--- config.mk ---
export PLATFORM = sky130hd
export DESIGN_NAME = ctrc_core
export DESIGN_NICKNAME = d
export VERILOG_FILES = /design/src/hw/ctrc_pkg.sv /design/src/hw/ctrc_core.sv /design/src/hw/ctrc_pick.sv
export SDC_FILE = /design/constraint.sdc
export NUM_CORES = 1
export LEC_CHECK = 0
export ABC_AREA = 1
export BUFFER_PORTS_ARGS = -buffer_cell sky130_fd_sc_hd__buf_2
export CORE_ASPECT_RATIO = 1.4
export CORE_MARGIN = 3
export CORE_UTILIZATION = 60
export CTS_CLUSTER_DIAMETER = 30
export DETAILED_ROUTE_END_ITERATION = 8
export GPL_ROUTABILITY_DRIVEN = 1
export PLACE_DENSITY_LB_ADDON = 0.05
export SYNTH_ARGS = -nofsm -noshare
export SYNTH_HDL_FRONTEND = slang
export SYNTH_SLANG_ARGS = --single-unit
--- constraint.sdc ---
create_clock -name core_clk -period 2.1 [get_ports core_clk]
set_clock_uncertainty 0.2 [all_clocks]
set_input_delay 0 -clock core_clk [delete_from_list [all_inputs] [get_ports core_clk]]
set_output_delay 0 -clock core_clk [all_outputs]
set_load 0.02 [all_outputs]
--- src/hw/ctrc_pkg.sv ---
// Constants and types for the transmit request and cancel block.
// Assumes a plain register port with an 8-bit address and 32-bit data.
package ctrc_pkg;
  localparam int OBJ_COUNT = 14;
  localparam int ADDR_W = 8;
  localparam int DATA_W = 32;
  localparam int ID_W = 11;
  localparam int DLC_W = 4;
  localparam int IDX_W = 4;

  // Register map
  localparam logic [7:0] ADDR_STATUS = 8'h00;
  localparam logic [3:0] PAGE_CTRL = 4'h0;
  localparam logic [3:0] PAGE_IDENT = 4'h1;

  // Object control word fields
  localparam int CTRL_VALID_BIT = 0;
  localparam int CTRL_TRANSMIT_REQUEST_FLAG_BIT = 1;
  localparam int CTRL_CPU_UPDATE_FLAG_BIT = 2;
  localparam int CTRL_FRESH_BIT = 3;

  // Object ident word fields
  localparam int IDENT_ID_LSB = 0;
  localparam int IDENT_DLC_LSB = 16;

  // Status word fields
  localparam int STAT_INIT_BIT = 0;
  localparam int STAT_BUSY_BIT = 1;
  localparam int STAT_SPUR_BIT = 2;

  // Reset and precharge values
  localparam logic INIT_RESET = 1'b1;
  localparam logic [ID_W-1:0] PRECHARGE_ID = 11'h000;
  localparam logic [DLC_W-1:0] PRECHARGE_DLC = 4'h0;

  typedef struct packed {
    logic [ID_W-1:0] id;
    logic [DLC_W-1:0] dlc;
    logic remote;
  } ctrc_frame_s;

  typedef struct packed {
    logic [ID_W-1:0] id;
    logic [DLC_W-1:0] dlc;
  } ctrc_ident_s;

  typedef enum logic [1:0] {
    ST_IDLE,
    ST_HANDOFF,
    ST_ACTIVE
  } ctrc_state_e;
endpackage

--- src/hw/ctrc_core.sv ---
// Transmit request handling for message objects 1..14, with cancel race.
// Assumes the protocol engine takes a frame on tx_start and reports
// proto_done or proto_abort exactly once per started frame.
//
// Overview of operation
// RULE_01 - Setting cpu update, clearing transmit request or clearing object valid withdraws an object's pending send.
// RULE_02 - A cancel landing in the handoff cycle is still accepted, but the object's ident, length and data are not loaded.
// RULE_03 - In that race the precharged staging buffer goes out: a remote frame with identifier 0 and length 0.
// RULE_04 - The zero remote frame only happens when the cancelled object is the single active request.
// RULE_05 - A zero remote frame that loses arbitration or hits an error is never retried.
// RULE_06 - Software should not modify an object with a pending request while the init hold bit is 0.
// RULE_07 - To stop a retry, software clears transmit request once the fresh content flag has been cleared.
// RULE_08 - Other nodes should ignore a remote frame with identifier 0 and not answer it.
`timescale 1ns/1ns
`default_nettype none
module ctrc_core
  import ctrc_pkg::*;
#(
  parameter int N = OBJ_COUNT
)
(
  input wire logic core_clk,
  input wire logic rst_n,
  input wire logic [ADDR_W-1:0] reg_addr,
  input wire logic [DATA_W-1:0] reg_wdata,
  input wire logic reg_wr,
  input wire logic reg_rd,
  output logic [DATA_W-1:0] reg_rdata,
  output logic tx_start,
  output ctrc_frame_s tx_frame,
  input wire logic proto_done,
  input wire logic proto_abort
);
  logic [N:1] valid_reg;
  logic [N:1] transmit_request_flag_reg;
  logic [N:1] cpu_update_flag_reg;
  logic [N:1] fresh_reg;
  ctrc_ident_s ident_mem [1:N];
  logic init_reg;
  logic spur_seen_reg;
  ctrc_state_e state_reg;
  ctrc_state_e state_next;
  logic [IDX_W-1:0] sel_reg;
  logic single_reg;
  logic spurious_reg;
  logic tx_start_reg;
  ctrc_frame_s frame_reg;
  ctrc_frame_s frame_next;
  logic [DATA_W-1:0] rdata_reg;

  // Address decode
  wire [3:0] addr_page = reg_addr[7:4];
  wire [IDX_W-1:0] addr_obj = reg_addr[3:0];
  wire obj_in_range = (addr_obj != '0) && (addr_obj <= IDX_W'(N));
  wire hit_status = (reg_addr == ADDR_STATUS);
  wire hit_ctrl = (addr_page == PAGE_CTRL) && obj_in_range;
  wire hit_ident = (addr_page == PAGE_IDENT) && obj_in_range;
  wire wr_status = reg_wr && hit_status;
  wire wr_ctrl = reg_wr && hit_ctrl;
  wire wr_ident = reg_wr && hit_ident;

  // A control write that withdraws the request of the addressed object
  wire cancel_value = reg_wdata[CTRL_CPU_UPDATE_FLAG_BIT] || !reg_wdata[CTRL_TRANSMIT_REQUEST_FLAG_BIT]
    || !reg_wdata[CTRL_VALID_BIT]; // RULE_01
  wire cancel_sel = wr_ctrl && (addr_obj == sel_reg) && cancel_value;

  // Eligible objects and the pick among them
  wire [N:1] eligible = valid_reg & transmit_request_flag_reg & ~cpu_update_flag_reg; // RULE_01
  wire [IDX_W-1:0] pick_idx;
  wire pick_any;
  wire pick_single;

  ctrc_pick #(
    .N(N)
  ) u_pick (
    .req(eligible),
    .idx(pick_idx),
    .any(pick_any),
    .single(pick_single)
  );

  // Handoff outcome
  wire handoff = (state_reg == ST_HANDOFF);
  // A cancel on the pick edge leaves a stale pick; drop it, never load it
  wire sel_live = eligible[sel_reg]; // RULE_01
  wire race_spurious = handoff && sel_live && cancel_sel && single_reg; // RULE_04
  wire race_drop = handoff && (!sel_live || (cancel_sel && !single_reg)); // RULE_04
  wire load_normal = handoff && sel_live && !cancel_sel;
  wire launch = load_normal || race_spurious; // RULE_02
  wire normal_done = (state_reg == ST_ACTIVE) && proto_done && !spurious_reg;

  always_comb
  begin
    state_next = state_reg;
    case (state_reg)
      ST_IDLE:
      begin
        if (pick_any && !init_reg)
        begin
          state_next = ST_HANDOFF;
        end
      end
      ST_HANDOFF:
      begin
        if (race_drop)
        begin
          state_next = ST_IDLE; // RULE_01
        end
        else
        begin
          state_next = ST_ACTIVE;
        end
      end
      ST_ACTIVE:
      begin
        // Aborted spurious frame is dropped; a normal one retries from idle
        if (proto_done || proto_abort)
        begin
          state_next = ST_IDLE; // RULE_05
        end
      end
      default:
      begin
        state_next = ST_IDLE;
      end
    endcase
  end

  // Staging buffer: precharge unless the object's content is loaded
  always_comb
  begin
    frame_next.id = PRECHARGE_ID; // RULE_03
    frame_next.dlc = PRECHARGE_DLC; // RULE_03
    frame_next.remote = 1'b1; // RULE_03
    if (load_normal)
    begin
      frame_next.id = ident_mem[sel_reg].id;
      frame_next.dlc = ident_mem[sel_reg].dlc;
      frame_next.remote = 1'b0;
    end
  end

  always_ff @(posedge core_clk or negedge rst_n)
  begin
    if (!rst_n)
    begin
      state_reg <= ST_IDLE;
      sel_reg <= '0;
      single_reg <= 1'b0;
      spurious_reg <= 1'b0;
    end
    else
    begin
      state_reg <= state_next;
      if (state_reg == ST_IDLE)
      begin
        sel_reg <= pick_idx;
        single_reg <= pick_single;
      end
      if (launch)
      begin
        spurious_reg <= race_spurious; // RULE_05
      end
    end
  end

  always_ff @(posedge core_clk or negedge rst_n)
  begin
    if (!rst_n)
    begin
      tx_start_reg <= 1'b0;
      frame_reg <= '0;
    end
    else
    begin
      tx_start_reg <= launch; // RULE_02
      if (launch)
      begin
        frame_reg <= frame_next;
      end
    end
  end

  // Per-object flags; a software write wins over the engine's clears
  genvar gi;
  generate
    for (gi = 1; gi <= N; gi++)
    begin : g_obj
      wire wr_this = wr_ctrl && (addr_obj == IDX_W'(gi));
      wire is_sel = (sel_reg == IDX_W'(gi));
      always_ff @(posedge core_clk or negedge rst_n)
      begin
        if (!rst_n)
        begin
          valid_reg[gi] <= 1'b0;
          transmit_request_flag_reg[gi] <= 1'b0;
          cpu_update_flag_reg[gi] <= 1'b0;
          fresh_reg[gi] <= 1'b0;
        end
        else if (wr_this)
        begin
          valid_reg[gi] <= reg_wdata[CTRL_VALID_BIT];
          transmit_request_flag_reg[gi] <= reg_wdata[CTRL_TRANSMIT_REQUEST_FLAG_BIT];
          cpu_update_flag_reg[gi] <= reg_wdata[CTRL_CPU_UPDATE_FLAG_BIT];
          fresh_reg[gi] <= reg_wdata[CTRL_FRESH_BIT];
        end
        else
        begin
          if (load_normal && is_sel)
          begin
            fresh_reg[gi] <= 1'b0;
          end
          if (normal_done && is_sel)
          begin
            transmit_request_flag_reg[gi] <= 1'b0;
          end
        end
      end
      always_ff @(posedge core_clk)
      begin
        if (wr_ident && (addr_obj == IDX_W'(gi)))
        begin
          ident_mem[gi].id <= reg_wdata[IDENT_ID_LSB +: ID_W];
          ident_mem[gi].dlc <= reg_wdata[IDENT_DLC_LSB +: DLC_W];
        end
      end
    end
  endgenerate

  // Status: init hold and the sticky spurious frame flag (write 1 clears)
  always_ff @(posedge core_clk or negedge rst_n)
  begin
    if (!rst_n)
    begin
      init_reg <= INIT_RESET;
      spur_seen_reg <= 1'b0;
    end
    else
    begin
      if (wr_status)
      begin
        init_reg <= reg_wdata[STAT_INIT_BIT];
      end
      if (race_spurious)
      begin
        spur_seen_reg <= 1'b1;
      end
      else if (wr_status && reg_wdata[STAT_SPUR_BIT])
      begin
        spur_seen_reg <= 1'b0;
      end
    end
  end

  // Read mux
  wire [DATA_W-1:0] rd_status = {{(DATA_W-3){1'b0}}, spur_seen_reg,
    (state_reg != ST_IDLE), init_reg};
  wire [DATA_W-1:0] rd_ctrl = {{(DATA_W-4){1'b0}}, fresh_reg[addr_obj],
    cpu_update_flag_reg[addr_obj], transmit_request_flag_reg[addr_obj], valid_reg[addr_obj]};
  wire [DATA_W-1:0] rd_ident = {{(DATA_W-IDENT_DLC_LSB-DLC_W){1'b0}},
    ident_mem[addr_obj].dlc, {(IDENT_DLC_LSB-ID_W){1'b0}}, ident_mem[addr_obj].id};
  wire [DATA_W-1:0] rd_mux = hit_status ? rd_status :
    hit_ctrl ? rd_ctrl :
    hit_ident ? rd_ident : '0;

  always_ff @(posedge core_clk or negedge rst_n)
  begin
    if (!rst_n)
    begin
      rdata_reg <= '0;
    end
    else
    begin
      rdata_reg <= reg_rd ? rd_mux : '0;
    end
  end

  assign reg_rdata = rdata_reg;
  assign tx_start = tx_start_reg;
  assign tx_frame = frame_reg;
endmodule // ctrc_core
`default_nettype wire

--- src/hw/ctrc_pick.sv ---
// Fixed priority pick of the lowest numbered pending object.
// Purely combinational; the caller registers what it needs.
`timescale 1ns/1ns
`default_nettype none
module ctrc_pick
  import ctrc_pkg::*;
#(
  parameter int N = OBJ_COUNT
)
(
  input wire logic [N-1:0] req,
  output logic [IDX_W-1:0] idx,
  output logic any,
  output logic single
);
  logic [N-1:0] req_less_one;

  assign req_less_one = req - {{(N-1){1'b0}}, 1'b1};
  assign any = |req;
  assign single = any && ((req & req_less_one) == '0);

  always_comb
  begin
    idx = '0;
    for (int k = N - 1; k >= 0; k--)
    begin
      if (req[k])
      begin
        idx = IDX_W'(k + 1);
      end
    end
  end
endmodule // ctrc_pick
`default_nettype wire

Word level (Yosys, flattened, before mapping). Memory sizes are Yosys's and may differ from the RTL's. Cells that the tools add are included.

Flip-flop bits (word level): 103. Bits in writable memories: 210. Bits of input ports: 46. Output and inout port bits: 49. Logic and storage cells: 405. Memories kept: 1.

Memory list: ident_mem (words 14, bits a word 15, rd ports 2, clocked after Yosys merged registers in 0, wr ports 1, line ctrc_core.sv:38) `ctrc_ident_s ident_mem [1:N];`.

Add/subtract/negate cells: 1. $lt $le $gt $ge: 3. Equal/unequal tests: 34. Multiplexer cells: 158. Bitwise logic cells: 4. Reduce and logical (&&, ||, !) cells: 137.

Operators with widths (count): $mux W15 (13); $reduce_or A15 Y1 (13); $mux W4 (27); $mux W1 (104); $mux W20 (4); $logic_and A1 B1 Y1 (75); $reduce_bool A2 Y1 (30); $eq A4 B4 Y1 const B (14); $and A14 B14 Y14 (3); $eq A4 B3 Y1 const B (8); $bmux W1 S4 (5); $eq A4 B2 Y1 const B (4); $mux W16 (1); $logic_not A14 Y1 (1); $not A14 Y14 (1); $reduce_or A14 Y1 (1); $sub A14 B1 Y14 const B (1); $eq A4 B1 Y1 const B (3); $lt A4 B5 Y1 const B (2); $logic_not A8 Y1 (1); $logic_not A1 Y1 (7); $mux W2 (3); $pmux W2 S3 (1); $logic_or A1 B1 Y1 (5); other kinds (10) (10).

Logic depth before layout (Yosys ltp). Gate-level depths: netlist of the first run.

Word-level depth: 21. Depth in mapped cells: 14. Mapped depth without buffers: 14.

Hierarchy. A second synthesis of the first run with hierarchy kept.

Cells, all modules: 1508. Area total of the unflattened synthesis: 14571.5 um2.

Modules (own cells, without submodules): ctrc_core (times used 1, cells an instance 1435, area an instance 14238.7 um2, seq. area each 8759.7 um2); ctrc_pick (times used 1, cells an instance 73, area an instance 332.8 um2, seq. area each 0.0 um2).

Least setup slack after synthesis of the first run. No wires, ideal clock.

Path type: input -> register. Start point: input reg_addr[0]. End point: memory ident_mem[8][0] (netlist bit) (enable). Setup time: 406 ps. Arrival time: 2089 ps. Required time: 1494 ps. Setup slack: -595 ps. Stages: 6. Buffers on the path: 3. Cell sequence: buf_2 > nor2_2 > clkinv_1 > clkbuf_1 > clkbuf_1 > nor3_1.

Word-level cells in the longest chain between the ends: 21. Elaborated cells on any way between the ends: 100. Those cells by class: order compare (1); eq/ne (14); mux (54); reduce/logical (31).

Ends and longest elaborated chain: from (decl) (line ctrc_core.sv:24) `input wire logic [ADDR_W-1:0] reg_addr,`; $le A4 B4 Y1 / $reduce_bool A4 Y1 (equally long branches) (line ctrc_core.sv:54) `wire obj_in_range = (addr_obj != '0) && (addr_obj <= IDX_W'(N));`; $logic_and A1 B1 Y1 (line ctrc_core.sv:54); $logic_and A1 B1 Y1 (line ctrc_core.sv:57) `wire hit_ident = (addr_page == PAGE_IDENT) && obj_in_range;`; $logic_and A1 B1 Y1 (line ctrc_core.sv:60) `wire wr_ident = reg_wr && hit_ident;`; $logic_and A1 B1 Y1 (line ctrc_core.sv:221) `if (wr_ident && (addr_obj == IDX_W'(gi)))`; $mux W1 (line ctrc_core.sv:221); $mux W1 (not written as such) (line ctrc_core.sv:223, ctrc_core.sv:224); $reduce_or A15 Y1 (no line); $mux W4 (no line) / $mux W1 (equally long branches) (13 in a row); to (decl) (line ctrc_core.sv:38).

Parallel ways exist; a longest one is shown, timed or not.

Worst setup path after layout of the first run.
Start point: register sel_reg[1]. End point: register frame_reg (netlist bit tx_frame[11]).

Word-level cells in the longest chain between the ends: 6. Elaborated cells on any way between the ends: 13. Those cells by class: eq/ne (1); mux (3); reduce/logical (8); memory (1).

Ends and longest elaborated chain: from (decl) (line ctrc_core.sv:43) `logic [IDX_W-1:0] sel_reg;`; from (signal assigned) (line ctrc_core.sv:157) `sel_reg <= pick_idx;`; $bmux W1 S4 / $eq A4 B4 Y1 (equally long branches) (line ctrc_core.sv:85, ctrc_core.sv:65); $mux W1 (not written as such) / $logic_and A1 B1 Y1 (equally long branches) (line ctrc_core.sv:85, ctrc_core.sv:65); $logic_and A1 B1 Y1 (on tied branches) (line ctrc_core.sv:86, ctrc_core.sv:88, ctrc_core.sv:65); $logic_and A1 B1 Y1 / $logic_not A1 Y1 (equally long branches) (line ctrc_core.sv:86, ctrc_core.sv:88); $logic_and A1 B1 Y1 (on tied branches) (line ctrc_core.sv:86, ctrc_core.sv:88); $logic_or A1 B1 Y1 / $mux W16 (equally long branches) (line ctrc_core.sv:89, ctrc_core.sv:135); to (signal assigned) (line ctrc_core.sv:179) `frame_reg <= frame_next;`; to (decl) (line ctrc_core.sv:47) `ctrc_frame_s frame_reg;`.

Parallel ways exist; a longest one is shown, timed or not. The select of a mux whose other input is x is not followed. A chain may end at the register's enable or synchronous reset.

==> results.json, run 1 <==
{
  "drv_slew": 0,
  "area_growth_pct": 31.91,
  "drv_cap": 0,
  "max_stage_delay_ns": 0.49,
  "powerDensity_nw_per_um2": 1212,
  "path_delay_family": "buffers and inverters",
  "boundaryPins": 95,
  "min_period_over_period": 1.051,
  "slew_headroom": 0.5987,
  "status": "finished with violations",
  "synth.distinct_cells": 40,
  "final_hold_viol_count": 0,
  "cp_slowest_cell": "dfrtp_2",
  "path_clk_slew_ns": 0.05,
  "start_util": 0.6197,
  "largest_register_ffs": 210,
  "ir_drop_mv": 0.9638,
  "met1_usage": 0.4562,
  "cts_htree_levels": 2,
  "post-route-util": 0.8174,
  "clock-sinks": 308,
  "port_buffers": 60,
  "crit_path_max_fanout": 8,
  "gp_congestion": 1.027,
  "firstDrtPassIters": 5,
  "cp.arrival_ns": 2.43,
  "grt_start_max_net_pins": 59,
  "netlist_instances": 1429,
  "place_area_um2": 16130,
  "fp.dieH_um": 187.8,
  "track_usage": 0.4032,
  "seq_area_frac_synth": 0.6186,
  "p_leak_nw": 7.734,
  "die_area_um2": 25510,
  "overflow": 0,
  "endpoint_kind": "flip-flop",
  "cts-buffers-inserted": 47,
  "antenna_found_initial": 0,
  "layout-drive-gt1-share": 0.2427,
  "violations": "setup timing",
  "clk-insertion-delay-late_ns": 0.57,
  "drtAntennaViolNets": 0,
  "synth.ff_latch_count": 308,
  "first_iter_violations": 1613,
  "synth_edf_count": 210,
  "tritoncts": "yes",
  "fp.coreArea_um2": 22850,
  "post-route-worst-setup-slack_ns": -0.1074,
  "largest-register": "ident_mem",
  "post_layout_nonfiller_instances": 2037,
  "hold_ws_ns": 0.0007723,
  "place.detailed.hpwl_um": 33030,
  "drc": 0,
  "critPathBufInv": 5,
  "use_met3": 0.08884,
  "rsz0062_at_grt": "true",
  "synthArstFlopShare": 0.3182,
  "synth-main-ff-cell": "edfxtp_1",
  "via_per_inst": 6.428,
  "min_path_type": "primary input to flip-flop",
  "rows": 65,
  "setup_viol": 33,
  "crit_type": "flip-flop to flip-flop",
  "grtUsageMet2": 0.6559,
  "drt-total-wl_um": 51550,
  "required_ns": 2.33,
  "dieWidth_um": 135.8,
  "dp.cells": 1902,
  "finalCriticalPeriod_ns": 2.207,
  "wl_per_cell_um": 25.31,
  "fillers": 1363,
  "rrSetupSlack_ns": -0.11,
  "fmax_mhz": 453.0,
  "vias": 13094,
  "yosys_warnings": 0,
  "synthesis.area_um2": 14160,
  "final_nets": 1743,
  "grt_pass1_wl_um": 76260,
  "setup_tns_ns": -1.297,
  "syn_avg_cell_area_um2": 9.910,
  "tightest_slew_ns": 0.6019,
  "clock_path_buffers": 3,
  "start_kind": "flip-flop",
  "crit_chain": "nor2_4 -> clkinv_4 -> buf_12 -> buf_12 -> buf_6 -> o221ai_2 -> nand2_1 -> nand4_1 -> buf_4 -> nand3b_1 -> nand2_1",
  "finish.instance_area_um2": 18680,
  "busiest_layer": "met2",
  "grt_pass1_vias": 13243,
  "cts_root_buf": "clkbuf_16"
}
==> worst reg2reg max path: cells and delay by family, from the launching register on <==
family	cells	cell delay (ns)
flip-flops	1	0.49
AO/OA/AOI/OAI	1	0.13
AND/OR/NAND/NOR	5	0.54
buffers and inverters	5	0.73
==> cell usage in the layout (no fill, tap or decap), drive strengths merged <==
cell         synthesis  layout
nand2              282     282
buf                 43     252
edfxtp             210     210
o22ai              164     164
o21ai              146     146
inv                128     133
nor2               126     126
dfrtp               97      97
clkbuf              42      57
nand3               42      42
a21oi               32      32
dlygate4sd3          0      32
o221ai              31      31
nor3                23      23
conb                 1      17
clkinv               4      16
nand4               14      14
a211oi              14      14
clkinvlp             0       9
bufinv               0       8
o211ai               5       5
nor4                 5       5
a22oi                4       4
o21bai               3       3
a221oi               2       2
o31ai                2       2
xor2                 2       2
diode                0       1
o22a                 1       1
o32ai                1       1
a31oi                1       1
o311ai               1       1
o21a                 1       1
nand3b               1       1
dfstp                1       1
==> stage by stage <==
| stage | total power (W) | worst slack (ns) |
|---|---|---|
| after floorplan | 0.01016 | -0.1749 |
| final | 0.02264 | -0.1074 |
| after global routing | 0.02338 | -0.1888 |
| after global placement | 0.01304 | -0.1165 |
| after detailed placement | 0.01312 | -0.1734 |
| after CTS | 0.02169 | -0.01193 |
==> Yosys cell counts (all sizes together), types with 3 or more instances <==
master	instances	area (um2)
nand2	282	1061
edfxtp	210	6306
o22ai	164	1026
o21ai	146	742.0
inv	128	480.5
nor2	126	493.0
dfrtp	97	2427
buf	43	244.0
clkbuf	42	157.7
nand3	42	210.2
a21oi	32	160.2
o221ai	31	271.5
nor3	23	125.1
a211oi	14	105.1
nand4	14	87.58
nor4	5	31.28
o211ai	5	37.54
a22oi	4	30.03
clkinv	4	15.01
o21bai	3	22.52
==> final timing paths <==
| path | start | end | cells past startpoint |
|---|---|---|---|
| worst max-delay path | sel_reg[1] | tx_frame[11] | 11 |
| worst min-delay path | reg_addr[4] | reg_rdata[3] | 8 |
| worst max register to register | sel_reg[1] | tx_frame[11] | 11 |
| worst min register to register | tx_frame[4] | tx_frame[4] | 2 |
| max in group asynchronous | rst_n | fresh_reg[7] | 4 |
| min in group asynchronous | rst_n | cpu_update_flag_reg[5] | 4 |
==> timing repair <==
item / CTS / global route
hold endpoints to repair: 374 / 0
cloned: 2 / 4
pin swaps: 4 / 33
hold buffers: 34 / 0
gates resized for setup: 32 / 79
setup endpoints to repair: 34 / 43
setup buffers: 2 / 7
==> power by group <==
| group | switching [W] | internal [W] |
|---|---|---|
| registers | 0.000285 | 0.00690 |
| logic | 0.00439 | 0.00291 |
| clock network | 0.00290 | 0.00524 |
| total | 0.00758 | 0.0151 |
==> cell families (layout without fill, tap and decap cells) <==
kind of cell	count (synthesis)	in the layout	share of synthesized area
AND/OR/NAND/NOR	493	493	0.1423
AO/OA/AOI/OAI	408	408	0.1742
flip-flops	308	308	0.6186
buffers and inverters	217	507	0.06335
XOR/XNOR	2	2	0.001237
other	1	18	0.0002648
==> final cells by class <==
cell class | instances | area [um2] | area share
Tap cell | 301 | 376.6 | 0.02016
Inverter | 132 | 508.0 | 0.02720
Timing Repair inverter | 1 | 6.256 | 0.0003349
Sequential cell | 308 | 8762 | 0.4691
Multi-Input combinational cell | 920 | 4902 | 0.2624
Antenna cell | 1 | 2.502 | 0.0001340
Clock inverter | 33 | 427.9 | 0.02291
Timing Repair Buffer | 287 | 2460 | 0.1317
Clock buffer | 54 | 1234 | 0.06605
==> layer usage <==
layer  vias up  part of all wire
li1       5665                 -
met1      6190              0.33
met2       928              0.47
met3       311             0.098
met4         0              0.10
met5         -                 0
(Power assumes the default switching activity.)
==> run 2, diff against run 1 <==
--- a/config.mk
+++ b/config.mk
@@ -7,12 +7,14 @@
 export LEC_CHECK = 0
 export ABC_AREA = 1
 export BUFFER_PORTS_ARGS = -buffer_cell sky130_fd_sc_hd__buf_2
+export CAP_MARGIN = 5
 export CORE_ASPECT_RATIO = 1.4
 export CORE_MARGIN = 3
 export CORE_UTILIZATION = 60
 export CTS_CLUSTER_DIAMETER = 30
 export DETAILED_ROUTE_END_ITERATION = 8
 export GPL_ROUTABILITY_DRIVEN = 1
+export HOLD_SLACK_MARGIN = 0.03
 export PLACE_DENSITY_LB_ADDON = 0.05
 export SYNTH_ARGS = -nofsm -noshare
 export SYNTH_HDL_FRONTEND = slang
==> results.json, run 2 (same netlist as run 1, synthesis figures left out) <==
{
  "status": "finished with violations",
  "violations": "setup timing",
  "grt_start_max_net_pins": 59,
  "area_growth_pct": 31.25,
  "fp.dieH_um": 187.8,
  "endpoint_kind": "flip-flop",
  "clk-insertion-delay-late_ns": 0.56,
  "largest_register_ffs": 210,
  "grt_pass1_vias": 13324,
  "cp_slowest_cell": "dfrtp_2",
  "fillers": 1372,
  "cp.arrival_ns": 2.44,
  "ir_drop_mv": 0.9610,
  "powerDensity_nw_per_um2": 1196,
  "boundaryPins": 95,
  "required_ns": 2.33,
  "firstDrtPassIters": 6,
  "max_stage_delay_ns": 0.48,
  "post_layout_nonfiller_instances": 2036,
  "min_period_over_period": 1.053,
  "start_kind": "flip-flop",
  "antenna_found_initial": 0,
  "hold_ws_ns": 0.02826,
  "fmax_mhz": 452.1,
  "cts_htree_levels": 2,
  "grt_pass1_wl_um": 76440,
  "overflow": 0,
  "layout-drive-gt1-share": 0.2336,
  "layout_common_cells": "265 x nand2_1, 210 x edfxtp_1, 163 x o22ai_1",
  "drtAntennaViolNets": 0,
  "rows": 65,
  "path_clk_slew_ns": 0.05,
  "fp.coreArea_um2": 22850,
  "finish.instance_area_um2": 18590,
  "place.detailed.hpwl_um": 33030,
  "drv_cap": 0,
  "rsz0062_at_grt": "true",
  "place_area_um2": 16130,
  "layout_commonest_cell": "nand2_1",
  "post-route-worst-setup-slack_ns": -0.1118,
  "cts-buffers-inserted": 47,
  "dp.cells": 1902,
  "die_area_um2": 25510,
  "port_buffers": 60,
  "largest-register": "ident_mem",
  "seqCellArea_um2": 8762,
  "tightest_slew_ns": 0.6046,
  "finalCriticalPeriod_ns": 2.212,
  "crit_path_max_fanout": 8,
  "crit_type": "flip-flop to flip-flop",
  "cts_root_buf": "clkbuf_16",
  "first_iter_violations": 1532,
  "use_met3": 0.09018,
  "final_hold_viol_count": 0,
  "track_usage": 0.4042,
  "clock_path_buffers": 3,
  "p_leak_nw": 7.684,
  "crit_chain": "nor2_4 -> clkinv_4 -> buf_12 -> buf_12 -> buf_6 -> o221ai_2 -> nand2_1 -> nand4_1 -> buf_4 -> nand3b_1 -> nand2_1",
  "start_util": 0.6197,
  "dieWidth_um": 135.8,
  "setup_viol": 33,
  "slew_headroom": 0.5969,
  "final_nets": 1742,
  "drt-total-wl_um": 50650,
  "drc": 0,
  "dp_slack_ns": -0.1734,
  "busiest_layer": "met2",
  "post-route-util": 0.8133,
  "tritoncts": "yes",
  "grtUsageMet2": 0.6545,
  "met1_usage": 0.4578,
  "min_path_type": "primary input to flip-flop",
  "wl_per_cell_um": 24.88,
  "drv_slew": 0,
  "via_per_inst": 6.443,
  "clock-sinks": 308,
  "gp_congestion": 1.027,
  "multi_input_area_um2": 4836,
  "vias": 13117
}
==> run 2: changes by cell type in the layout (fill, tap and decap cells not counted), moves of 2 or more <==
cell | before | now
buf_12 | 20 | 22
clkbuf_16 | 51 | 48
nand2_2 | 12 | 15
dlygate4sd3_1 | 32 | 35
nor2_1 | 106 | 109
nand3_1 | 34 | 41
o21ai_2 | 2 | 0
o22ai_1 | 160 | 163
buf_4 | 163 | 161
o22ai_2 | 4 | 1
nand3_2 | 7 | 1
nand2_4 | 4 | 1
nor2_2 | 16 | 12
==> run 2: timing repair <==
| item | CTS | global route |
|---|---|---|
| endpoints found under the setup margin | 34 | 48 |
| gates resized for setup | 32 | 63 |
| pin swaps | 4 | 19 |
| hold endpoints to repair | 383 | 0 |
| hold buffers | 38 | 0 |
| gates cloned | 2 | 0 |
| setup buffers | 2 | 7 |
==> run 2: area by class of cell <==
class	count	share of cell area
antenna	1	0.0001346
clock buffer	54	0.06637
clock inverter	33	0.02302
inverter	132	0.02733
multi-input combinational	920	0.2602
sequential	308	0.4714
tap	301	0.02026
timing repair buffer	287	0.1313
==> run 2: power by group <==
group | total [W] | internal (W) | switching [W]
clock | 0.00812 | 0.00524 | 0.00289
sequential | 0.00719 | 0.00690 | 0.000290
combinational | 0.00692 | 0.00275 | 0.00417
==> run 2: metal layers <==
metal | share of wire | wire [um] | vias up
met5 | 0 | 0 | -
met4 | 0.099 | 5023 | 0
met3 | 0.10 | 5245 | 302
met2 | 0.47 | 24020 | 950
met1 | 0.32 | 16360 | 6204
li1 | - | - | 5661
==> run 2: stage by stage <==
stage	setup TNS, ns	total power [W]
2_1_floorplan	-29.31	0.01016
3_3_place_gp	-0.9643	0.01304
3_5_place_dp	-2.414	0.01312
4_1_cts	-0.01408	0.02170
5_1_grt	-4.410	0.02299
6_report	-1.545	0.02224
==> run 2: worst paths after layout <==
path / start / end / slack, ns / cells past startpoint
max: sel_reg[1] / tx_frame[11] / -0.11 / 11
min: reg_addr[4] / reg_rdata[1] / 0.03 / 8
max reg2reg: sel_reg[1] / tx_frame[11] / -0.11 / 11
min reg2reg: tx_frame[6] / tx_frame[6] / 0.27 / 2
max in group asynchronous: rst_n / fresh_reg[7] / 1.00 / 4
min in group asynchronous: rst_n / init_reg / 0.38 / 3
==> run 2: critical path: cells and delay by family (launching register included) <==
family	cells	cell delay [ns]
AOI/OAI and AO/OA	1	0.13
and+or+nand+nor	5	0.55
DFF	1	0.48
buffers and inverters	5	0.72
==> run 3, diff against run 2 <==
--- a/config.mk
+++ b/config.mk
@@ -5,7 +5,6 @@
 export SDC_FILE = /design/constraint.sdc
 export NUM_CORES = 1
 export LEC_CHECK = 0
-export ABC_AREA = 1
 export BUFFER_PORTS_ARGS = -buffer_cell sky130_fd_sc_hd__buf_2
 export CAP_MARGIN = 5
 export CORE_ASPECT_RATIO = 1.4
==> results.json, run 3 <==
{
  "fp.coreArea_um2": 24310,
  "endpoint_kind": "flip-flop",
  "crit_chain": "nand3b_4 -> mux4_2 -> a211o_1 -> nor4_4 -> and2_4 -> buf_12 -> buf_16 -> a22o_1",
  "combPwrFrac": 0.077,
  "largest_register_ffs": 210,
  "cts_root_buf": "clkbuf_16",
  "fmax_mhz": 401.4,
  "synthTopCellsByArea": "edfxtp_1 42%, dfrtp_1 16%, mux4_2 14%",
  "place.detailed.hpwl_um": 27290,
  "cts-buffers-inserted": 50,
  "setup_viol": 35,
  "die_area_um2": 26990,
  "synth.distinct_cells": 59,
  "wl_per_cell_um": 26.82,
  "area_growth_pct": 29.19,
  "tritoncts": "yes",
  "cp.arrival_ns": 2.79,
  "track_usage": 0.3260,
  "grt_pass1_wl_um": 66380,
  "rsz0062_at_grt": "true",
  "clock-sinks": 308,
  "final_nets": 1336,
  "start_util": 0.6178,
  "status": "finished with violations",
  "drc": 0,
  "synthArstFlopShare": 0.3182,
  "via_per_inst": 6.535,
  "drtAntennaViolNets": 0,
  "fp.dieH_um": 193.2,
  "p_leak_nw": 7.593,
  "met1_usage": 0.3944,
  "drv_cap": 0,
  "critPathBufInv": 2,
  "hold_ws_ns": 0.05509,
  "post-route-util": 0.7981,
  "worstHoldPathCells": 7,
  "swShare": 0.2257,
  "ir_drop_mv": 0.8273,
  "synth.most_common_cell": "edfxtp_1",
  "power_frac_seq": 0.400,
  "seq_area_frac_synth": 0.5832,
  "rows": 67,
  "antenna_found_initial": 0,
  "min_path_type": "primary input to flip-flop",
  "min_period_over_period": 1.186,
  "post_layout_nonfiller_instances": 1641,
  "path_delay_family": "simple AND/OR/NAND/NOR gates",
  "firstDrtPassIters": 7,
  "boundaryPins": 95,
  "grt_start_max_net_pins": 62,
  "netlist_instances": 1055,
  "pwr-share-clk": 0.523,
  "dp_slack_ns": -0.3516,
  "path_clk_slew_ns": 0.05,
  "cp_slowest_cell": "mux4_2",
  "grt_pass1_vias": 11342,
  "max_stage_delay_ns": 0.46,
  "clk-insertion-delay-late_ns": 0.56,
  "powerDensity_nw_per_um2": 855.4,
  "start_kind": "flip-flop",
  "synth.ff_latch_count": 308,
  "largest-register": "ident_mem",
  "cp.depth": 8,
  "dp.cells": 1501,
  "layout-drive-gt1-share": 0.3696,
  "netlist.area_leader.share": 0.4199,
  "num_antenna_cells": 0,
  "use_met3": 0.05088,
  "clock_path_buffers": 3,
  "fillers": 1374,
  "layout_commonest_cell": "edfxtp_1",
  "violations": "setup timing",
  "power.internal_w": 0.01285,
  "dieWidth_um": 139.7,
  "finalCriticalPeriod_ns": 2.492,
  "first_iter_violations": 902,
  "layout_common_cells": "210 x edfxtp_1, 132 x buf_4, 94 x dfrtp_1",
  "required_ns": 2.39,
  "synth_edf_count": 210,
  "post-route-worst-setup-slack_ns": -0.3916,
  "yosys_warnings": 0,
  "p_sw_w": 0.003746,
  "synth-main-ff-cell": "edfxtp_1",
  "synth_commonest_cells": "210 x edfxtp_1, 97 x dfrtp_1, 91 x mux4_2, 88 x mux2i_1, 85 x nand2_1",
  "drv_slew": 0,
  "grtUsageMet2": 0.5465,
  "gp_congestion": 0.9372,
  "final_hold_viol_count": 0,
  "crit_path_max_fanout": 8,
  "yosysTopAreaCell": "edfxtp_1",
  "synthesis.area_um2": 15020,
  "crit_type": "flip-flop to flip-flop",
  "vias": 10724,
  "overflow": 0,
  "drt-total-wl_um": 44000,
  "port_buffers": 60,
  "tightest_slew_ns": 0.5740,
  "cts_htree_levels": 2,
  "busiest_layer": "met2",
  "worstRegToRegCells": 8,
  "syn_avg_cell_area_um2": 14.24,
  "slew_headroom": 0.6075
}
## run 3: cell count changes after synthesis, moves of 29 or more
cell,previous run,this run
mux2i_1,0,88
nand2_1,281,85
inv_1,125,5
o21ai_0,144,59
o22ai_1,164,3
nor2_1,120,76
mux4_2,0,91
o221ai_1,31,2
## run 3: final cells by class
type / count / area, um2 / share of cell area
well taps: 310 / 387.9 / 0.01999
multi-input cells: 668 / 6128 / 0.3158
inverters: 5 / 18.77 / 0.0009672
repair buffers: 257 / 2292 / 0.1181
clock buffers: 58 / 1364 / 0.07029
flip-flops and latches: 308 / 8768 / 0.4519
clock inverters: 35 / 444.2 / 0.02289
## run 3: metrics by stage
step / cell area (um2) / setup TNS [ns] / total power [W]
after floorplan: 15230 / -8.175 / 0.007460
after global placement: 16870 / -11.99 / 0.007905
after detailed placement: 16870 / -14.35 / 0.007926
after CTS: 19240 / -11.95 / 0.01663
after global routing: 19400 / -13.62 / 0.01705
final: 19400 / -11.46 / 0.01660
## run 3: what timing repair did
| item | 4_1_cts | 5_1_grt |
|---|---|---|
| hold buffers | 36 | 0 |
| endpoints found under the hold margin | 470 | 0 |
| buffers inserted | 9 | 2 |
| endpoints found under the setup margin | 36 | 138 |
| cloned | 3 | 0 |
| pin swaps | 5 | 10 |
| resized for setup | 16 | 33 |
## run 3: kinds of logic (layout without fill, tap and decap cells)
group                    count (synthesis)  count (layout)  share of synthesized area
AO/OA/AOI/OAI                          197             197                    0.08531
XOR/XNOR                                 4               4                   0.002333
adder cells (fa/ha/maj)                  2               2                   0.001333
buffers and inverters                   95             355                    0.03341
flip-flops                             308             308                     0.5832
multiplexers                           207             207                     0.2161
other                                    1              17                  0.0002497
AND/OR/NAND/NOR                        241             241                    0.07806
## run 3: routing by layer
metal	share of wire	wire length (um)	vias up
met4	0.072	3186	0
met2	0.51	22450	544
met5	0	0	-
met1	0.36	15630	5398
li1	-	-	4592
met3	0.062	2732	190
## run 3: final timing paths
path,startpoint,end,slack (ns)
worst max register to register,cpu_update_flag_reg[11],tx_frame[9],-0.39
worst max-delay path,cpu_update_flag_reg[11],tx_frame[9],-0.39
worst min register to register,spur_seen_reg,spur_seen_reg,0.31
worst min-delay path,reg_addr[7],reg_rdata[3],0.06
min in group asynchronous,rst_n,init_reg,0.42
max in group asynchronous,rst_n,state_reg[1],1.01
## run 3: tightest hold or removal path, cell delays in order
cell	delay (ns)
buf_2	0.07
nor2_1	0.09
o221ai_4	0.10
nor3b_2	0.08
buf_4	0.16
a22oi_1	0.18
nor2b_1	0.07
## run 3: power groups by stage
stage	registers, W	logic, W	clock network [W]
after floorplan	0.00675	0.000710	0
after global placement	0.00675	0.00116	0
after detailed placement	0.00675	0.00117	0
after CTS	0.00664	0.00124	0.00875
after global routing	0.00665	0.00135	0.00905
final	0.00664	0.00128	0.00868
